<file path="src/counter_pkg.sv">
// package: register map, field layout, reset values and carrier types of the presettable counter
package counter_pkg;
   localparam int          COUNT_WIDTH    = 4;
   localparam int          ADDR_WIDTH     = 8;
   localparam int          DATA_WIDTH     = 32;

   localparam logic [7:0]  CTRL_OFFSET    = 8'h00;
   localparam logic [7:0]  PRESET_OFFSET  = 8'h04;
   localparam logic [7:0]  STATUS_OFFSET  = 8'h08;

   localparam int          PAR_EN_BIT     = 0;
   localparam int          TRI_EN_BIT     = 1;
   localparam int          LOAD_N_BIT     = 2;
   localparam int          CLEAR_N_BIT    = 3;
   localparam int          TC_BIT         = 4;

   localparam logic        PAR_EN_RESET   = 1'b0;
   localparam logic        TRI_EN_RESET   = 1'b0;
   localparam logic        LOAD_N_RESET   = 1'b1;
   localparam logic        CLEAR_N_RESET  = 1'b0;
   localparam logic [3:0]  PRESET_RESET   = 4'h0;
   localparam logic [3:0]  COUNT_ZERO     = 4'h0;
   localparam logic [3:0]  COUNT_STEP     = 4'h1;
   localparam logic [31:0] DATA_ZERO      = 32'h0000_0000;

   typedef struct packed {
      logic                   sync_clear_n;
      logic                   load_enable_n;
      logic                   trickle_count_enable;
      logic                   parallel_count_enable;
      logic [COUNT_WIDTH-1:0] preset_data_in;
   } counter_ctrl_t;

   typedef struct packed {
      logic [COUNT_WIDTH-1:0] count;
      logic                   tc;
   } core_state_t;

   typedef struct packed {
      counter_ctrl_t          ctrl;
      logic [DATA_WIDTH-1:0]  prdata;
      logic                   pready;
      logic                   pslverr;
   } apb_state_t;
endpackage

</file>
<file path="src/counter_core.sv">
// four-bit synchronous counter core with clear, preset, two count enables and terminal count
`timescale 1ns/1ps
module counter_core (
   input  wire logic                                   pclk,
   input  wire logic                                   presetn,
   input  wire counter_pkg::counter_ctrl_t             ctrl,
   input  wire logic                                   trickle_next,
   output logic [counter_pkg::COUNT_WIDTH-1:0]         count_value_out,
   output logic                                        terminal_count_out
);
   counter_pkg::core_state_t state;
   counter_pkg::core_state_t next_state;
   logic                     count_enable;

   always_comb begin
      next_state   = state;
      count_enable = ctrl.parallel_count_enable & ctrl.trickle_count_enable & ctrl.load_enable_n;
      if (!ctrl.sync_clear_n) begin
         next_state.count = counter_pkg::COUNT_ZERO;
      end else if (!ctrl.load_enable_n) begin
         next_state.count = ctrl.preset_data_in;
      end else if (count_enable) begin
         next_state.count = state.count + counter_pkg::COUNT_STEP;
      end
      // registered copy of count==15 and trickle, as seen after this edge
      next_state.tc = (&next_state.count) & trickle_next;
   end

   // no reset on the count itself: it is defined only by a clear or a preset
   always_ff @(posedge pclk) begin
      state <= next_state;
   end

   assign count_value_out    = state.count;
   assign terminal_count_out = state.tc;

   a_clear_wins: assert property (@(posedge pclk) disable iff (!presetn)
      !ctrl.sync_clear_n |=> count_value_out == 4'h0)
      else $error("clear did not zero the count");
   a_clear_prio: assert property (@(posedge pclk) disable iff (!presetn)
      (!ctrl.sync_clear_n && !ctrl.load_enable_n && ctrl.preset_data_in != 4'h0) |=> count_value_out == 4'h0)
      else $error("preset overrode clear");
   a_load_copy: assert property (@(posedge pclk) disable iff (!presetn)
      (ctrl.sync_clear_n && !ctrl.load_enable_n) |=> count_value_out == $past(ctrl.preset_data_in))
      else $error("preset data not loaded");
   a_count_up: assert property (@(posedge pclk) disable iff (!presetn)
      (ctrl.sync_clear_n && ctrl.load_enable_n && ctrl.parallel_count_enable && ctrl.trickle_count_enable)
      |=> count_value_out == 4'($past(count_value_out) + 4'h1))
      else $error("count did not advance by one");
   a_count_wrap: assert property (@(posedge pclk) disable iff (!presetn)
      (count_enable && ctrl.sync_clear_n && count_value_out == 4'hf) |=> count_value_out == 4'h0)
      else $error("count did not wrap from fifteen to zero");
   a_hold_state: assert property (@(posedge pclk) disable iff (!presetn)
      (ctrl.sync_clear_n && ctrl.load_enable_n && !(ctrl.parallel_count_enable && ctrl.trickle_count_enable))
      |=> $stable(count_value_out))
      else $error("count changed while an enable was low");
   a_enable_and: assert property (@(posedge pclk) disable iff (!presetn)
      (ctrl.sync_clear_n && ctrl.load_enable_n && count_value_out != 4'h0) ##1 (count_value_out != $past(count_value_out))
      |-> $past(ctrl.parallel_count_enable) && $past(ctrl.trickle_count_enable))
      else $error("count moved without both enables");
   a_tc_value: assert property (@(posedge pclk) disable iff (!presetn)
      ##1 (terminal_count_out == ((&count_value_out) && ctrl.trickle_count_enable)))
      else $error("terminal count disagrees with state and trickle enable");
endmodule

</file>
<file path="src/counter_apb.sv">
// APB-reachable presettable binary counter: control, preset and status registers around the counter core
//
// Design decisions made here: the APB register port and the register offsets.
`timescale 1ns/1ps
// Operation
// counting advances one in binary, fifteen wraps to zero
// all state bits change together, only on the rising clock edge
// priority: clear, then preset, then count, then hold
// clear low at an edge zeroes all outputs, ignoring everything else
// clear high, preset control low: preset data copied regardless of enables
// clear and preset high: increment only when both enables high
// clear and preset high: either enable low holds the state
// internal enable is parallel AND trickle AND preset control inactive
// terminal count high when trickle enable high and state is fifteen
// controls sampled only at the rising edge
// outside logic must not use terminal count as clock or reset
// outside logic chains terminal count into later stages' enables
// bit zero least significant; preset data maps bit for bit
// count undefined at power-up; no asynchronous initialisation of it
module counter_apb (
   input  wire logic                                   pclk,
   input  wire logic                                   presetn,
   input  wire logic                                   psel,
   input  wire logic                                   penable,
   input  wire logic                                   pwrite,
   input  wire logic [counter_pkg::ADDR_WIDTH-1:0]     paddr,
   input  wire logic [counter_pkg::DATA_WIDTH-1:0]     pwdata,
   output logic [counter_pkg::DATA_WIDTH-1:0]          prdata,
   output logic                                        pready,
   output logic                                        pslverr,
   output logic [counter_pkg::COUNT_WIDTH-1:0]         count_value_out,
   output logic                                        terminal_count_out
);
   counter_pkg::apb_state_t st;
   counter_pkg::apb_state_t next_st;

   function automatic logic reg_hit(input logic [counter_pkg::ADDR_WIDTH-1:0] addr);
      reg_hit = (addr == counter_pkg::CTRL_OFFSET) || (addr == counter_pkg::PRESET_OFFSET)
                || (addr == counter_pkg::STATUS_OFFSET);
   endfunction

   function automatic logic [counter_pkg::DATA_WIDTH-1:0] read_word(
      input logic [counter_pkg::ADDR_WIDTH-1:0] addr,
      input counter_pkg::counter_ctrl_t         c,
      input logic [counter_pkg::COUNT_WIDTH-1:0] cnt,
      input logic                               tc
   );
      read_word = counter_pkg::DATA_ZERO;
      case (addr)
         counter_pkg::CTRL_OFFSET: begin
            read_word[counter_pkg::PAR_EN_BIT]  = c.parallel_count_enable;
            read_word[counter_pkg::TRI_EN_BIT]  = c.trickle_count_enable;
            read_word[counter_pkg::LOAD_N_BIT]  = c.load_enable_n;
            read_word[counter_pkg::CLEAR_N_BIT] = c.sync_clear_n;
         end
         counter_pkg::PRESET_OFFSET: begin
            read_word[counter_pkg::COUNT_WIDTH-1:0] = c.preset_data_in;
         end
         counter_pkg::STATUS_OFFSET: begin
            read_word[counter_pkg::COUNT_WIDTH-1:0] = cnt;
            read_word[counter_pkg::TC_BIT]          = tc;
         end
         default: begin
            read_word = counter_pkg::DATA_ZERO;
         end
      endcase
   endfunction

   always_comb begin
      next_st         = st;
      next_st.pready  = 1'b0;
      next_st.pslverr = 1'b0;
      // setup phase: answer is prepared for the single access cycle
      if (psel && !penable) begin
         next_st.pready  = 1'b1;
         next_st.pslverr = !reg_hit(paddr);
         next_st.prdata  = read_word(paddr, st.ctrl, count_value_out, terminal_count_out);
      end
      // write lands on the edge that completes the access
      if (psel && penable && st.pready && pwrite) begin
         case (paddr)
            counter_pkg::CTRL_OFFSET: begin
               next_st.ctrl.parallel_count_enable = pwdata[counter_pkg::PAR_EN_BIT];
               next_st.ctrl.trickle_count_enable  = pwdata[counter_pkg::TRI_EN_BIT];
               next_st.ctrl.load_enable_n         = pwdata[counter_pkg::LOAD_N_BIT];
               next_st.ctrl.sync_clear_n          = pwdata[counter_pkg::CLEAR_N_BIT];
            end
            counter_pkg::PRESET_OFFSET: begin
               next_st.ctrl.preset_data_in = pwdata[counter_pkg::COUNT_WIDTH-1:0];
            end
            default: begin
               next_st.ctrl = st.ctrl;
            end
         endcase
      end
   end

   always_ff @(posedge pclk or negedge presetn) begin
      if (!presetn) begin
         st.ctrl.sync_clear_n          <= counter_pkg::CLEAR_N_RESET;
         st.ctrl.load_enable_n         <= counter_pkg::LOAD_N_RESET;
         st.ctrl.trickle_count_enable  <= counter_pkg::TRI_EN_RESET;
         st.ctrl.parallel_count_enable <= counter_pkg::PAR_EN_RESET;
         st.ctrl.preset_data_in        <= counter_pkg::PRESET_RESET;
         st.prdata                     <= counter_pkg::DATA_ZERO;
         st.pready                     <= 1'b0;
         st.pslverr                    <= 1'b0;
      end else begin
         st <= next_st;
      end
   end

   assign prdata  = st.prdata;
   assign pready  = st.pready;
   assign pslverr = st.pslverr;

   // ctrl reaches the core as register levels, changing only on clock edges or at reset; trickle_next is the trickle enable's unregistered next value
   counter_core u_core (
      .pclk               (pclk),
      .presetn            (presetn),
      .ctrl               (st.ctrl),
      .trickle_next       (next_st.ctrl.trickle_count_enable),
      .count_value_out    (count_value_out),
      .terminal_count_out (terminal_count_out)
   );

   a_apb_answer: assert property (@(posedge pclk) disable iff (!presetn)
      (psel && !penable) |=> pready ##1 !pready)
      else $error("access phase not answered in one cycle");
   a_ctrl_write: assert property (@(posedge pclk) disable iff (!presetn)
      (psel && penable && pready && pwrite && paddr == counter_pkg::CTRL_OFFSET)
      |=> st.ctrl.sync_clear_n == $past(pwdata[counter_pkg::CLEAR_N_BIT])
          && st.ctrl.parallel_count_enable == $past(pwdata[counter_pkg::PAR_EN_BIT]))
      else $error("control write not stored");
   a_unmapped_err: assert property (@(posedge pclk) disable iff (!presetn)
      (psel && !penable && !reg_hit(paddr)) |=> pslverr && pready)
      else $error("unmapped address not flagged");
endmodule

</file>
<file path="config.mk">
export PLATFORM = sky130hd
export DESIGN_NAME = counter_apb
export DESIGN_NICKNAME = d
export VERILOG_FILES = /design/src/counter_pkg.sv /design/src/counter_core.sv /design/src/counter_apb.sv
export SDC_FILE = /design/constraint.sdc
export NUM_CORES = 1
export LEC_CHECK = 0
export BUFFER_PORTS_ARGS = -buffer_cell sky130_fd_sc_hd__buf_2
export CAP_MARGIN = 5
export CORE_MARGIN = 1
export CORE_UTILIZATION = 41
export DETAILED_ROUTE_END_ITERATION = 8
export MAX_ROUTING_LAYER = met4
export PLACE_DENSITY = 0.8
export SLEW_MARGIN = 20
export SYNTH_ARGS = -nofsm -noshare
export SYNTH_HDL_FRONTEND = slang
export SYNTH_SLANG_ARGS = --single-unit
</file>
<file path="constraint.sdc">
create_clock -name pclk -period 1.8 [get_ports pclk]
set_clock_uncertainty 0.1 [all_clocks]
set_input_delay 0.36 -clock pclk [delete_from_list [all_inputs] [get_ports pclk]]
set_output_delay 0.36 -clock pclk [all_outputs]
set_load 0.03 [all_outputs]
</file>
==> impl_metrics.py <==
metrics = {
    "yosys": {
        "syn-instance-count": 118,
        "synth_top_area_share_pct": 29.2,
        "netlist_area_um2": 1200,
        "postSynthAreaPerCell_um2": 10.2,
        "synth_largest_area_cell": "dfrtp_1",
        "synth_flop_cell": "dfrtp_1",
        "ys_seq_area_share_pct": 39.7,
        "yosys-top-cells-area": "dfrtp_1 (29%), buf_4 (20%), dfxtp_1 (8.3%), mux2_2 (6.6%), o21ai_0 (3.8%)",
        "yosysWarningCount": 0,
        "synth_seq_cells": 20,
        "synth_edf_count": 0,
        "synth.distinct_cells": 33,
        "async_reset_ff_share_pct": 75.0,
    },
    "finish": {
        "instances_no_fill": 175,
        "fillers": 277,
        "final-seq-area_um2": 477,
        "nets": 191,
        "antenna_cells": 0,
        "final_area_um2": 1290,
        "area_growth_syn_to_layout_pct": 7.08,
        "final_cell_mix": "buf_2 (28), conb_1 (27), dfrtp_1 (14)",
        "fin_util_pct": 46.6,
        "multi_input_comb_area_um2": 566,
        "mostFrequentLayoutCell": "buf_2",
        "drive_gt1_share_pct": 33.3,
    },
    "drt": {
        "vias_per_cell": 4.90,
        "wl_mm": 2.23,
        "vias": 858,
        "ant_nets": 0,
        "drc": 0,
        "first_iter_violations": 9,
        "wl_per_cell_um": 12.7,
        "first_pass_iters": 4,
    },
    "clocking": {
        "post_cts_resized": 0,
        "htree_num_levels": 1,
        "cts_inserted_buffers": 3,
        "cts.path.max_buffers": 2,
        "clock-sinks": 20,
        "cts_tree": "built",
        "clkSlewWorstSetupHoldPaths_ps": 100,
        "insertion_delay_ps": 300,
        "clock-root-buffer": "clkbuf_4",
    },
    "die": {
        "num_io_pins": 84,
        "initial_core_util_pct": 43.6,
        "die_h_um": 56.1,
        "std_cell_rows": 19,
        "die_w_um": 56.1,
        "dieArea_um2": 3150,
        "core-area_um2": 2760,
    },
    "global_route": {
        "antenna_found_initial": 0,
        "overflow": 0,
        "grt_pass1_wl_mm": 3.66,
        "grt_pass1_vias": 824,
        "grtUsageTotal_pct": 15.7,
        "grt_max_degree": 16,
    },
    "power_and_ir_drop": {
        "power_uw": 839,
        "ir_drop_mv": 0.444,
        "power_leakage_nw": 0.683,
        "powerDensity_nw_per_um2": 652,
    },
    "place": {
        "pre_cts_ws_ps": 60.1,
        "dpl-instance-area_um2": 1240,
        "place_inst": 170,
        "gp_congestion": 0.883,
        "io_buffers": 28,
        "dp_hpwl_mm": 1.80,
    },
    "status": {
        "outcome": "finished, final reports clean",
    },
    "sta": {
        "fin_tns_setup_ps": 0,
        "finalSetupViolCount": 0,
        "post-route-period-util_pct": 83.7,
        "whs_ps": 197,
        "fin_crit_ps": 1510,
        "finalMaxSlewViolations": 0,
        "rsz0062_at_grt": "no",
        "hold_viol": 0,
        "setup_ws_ps": 293,
        "fmax_mhz": 663,
    },
    "critical_path": {
        "cp_slowest_cell": "dfstp_2",
        "end_kind": "flip-flop",
        "cp.required_ps": 1950,
        "path_cells": "o21ai_0 -> a211oi_1 -> and2_1 -> and4_1",
        "crit_fanout": 11,
        "worstSetupPathType": "flip-flop to flip-flop",
        "start_kind": "flip-flop",
        "cp.arrival_ps": 1660,
        "cpPeakStageDelay_ps": 640,
    },
    "hold_path": {
        "min_path_type": "primary input to flip-flop",
    },
    "flow_run": {
        "cap_viol_max_count": 0,
    },
}
[state kept, by name, indices dropped and copies added, names as in the netlist]
signal and flops:
u_core.count_value_out 4, st 8, prdata 5, u_core.terminal_count_out 1, pslverr 1, pready 1
[worst paths after layout]
check / start / to / slack, ps / cells past startpoint
setup / recovery: st[40] / u_core.terminal_count_out / 290 / 4
hold / removal: pwdata[0] / st[34] / 200 / 2
setup reg to reg: st[40] / u_core.terminal_count_out / 290 / 4
hold reg to reg: u_core.terminal_count_out / prdata[4] / 380 / 2
max in group asynchronous: presetn / st[40] / 930 / 2
min in group asynchronous: presetn / st[38] / 370 / 2
[cell usage after synthesis, types with 2 or more instances]
master	number
a22o_1	4
nand3_1	3
clkbuf_1	2
nor2_1	2
a21oi_1	2
dfxtp_1	5
o21ai_0	9
nor2b_1	2
nand2_1	9
a31oi_1	2
buf_4	32
mux2i_1	4
mux2_2	7
dfrtp_1	14
and4_1	3
[repair_timing]
action | in CTS | in global routing
setup buffers | 0 | 0
hold buffers | 1 | 0
hold endpoints to repair | 14 | 0
[layout make-up]
type / count / area share, %
clock buffer: 4 / 2.82
multi-input combinational: 88 / 44.0
sequential: 20 / 37.1
tap: 31 / 3.02
timing repair buffer: 31 / 12.8
inverter: 1 / 0.292
[where the power goes]
part	leakage [nW]	switching (mW)	internal (mW)
logic	0.418	0.109	0.0234
clock network	0.0210	0.131	0.124
registers	0.244	0.00169	0.451
total	0.683	0.242	0.598
[logic make-up (layout without fill, tap and decap cells)]
logic type	count (synthesis)	after routing	share of synthesized area (%)
adder cells (fa/ha/maj)	1	1	1.04
multiplexers	12	12	11.1
flip-flops	20	20	39.7
AND/OR/NAND/NOR	27	27	15.0
AO/OA/AOI/OAI	20	20	10.7
other	1	27	0.312
XOR/XNOR	1	1	0.729
buffers and inverters	36	36	21.4
[per-layer routing]
metal / GRT usage (%) / wire [um] / vias to the layer above
li1: - / - / 403
met2: 26.9 / 1170 / 46
met3: 2.56 / 156 / 5
met5: - / 0 / -
met4: 7.32 / 44 / 0
met1: 17.8 / 856 / 404
[worst max-delay path, delay by kind of cell (launching register included)]
family / cells / cell delay [ps]
DFF: 1 / 640
and+or+nand+nor: 2 / 350
AOI/OAI and AO/OA: 2 / 370
(Power assumes the default switching activity.)
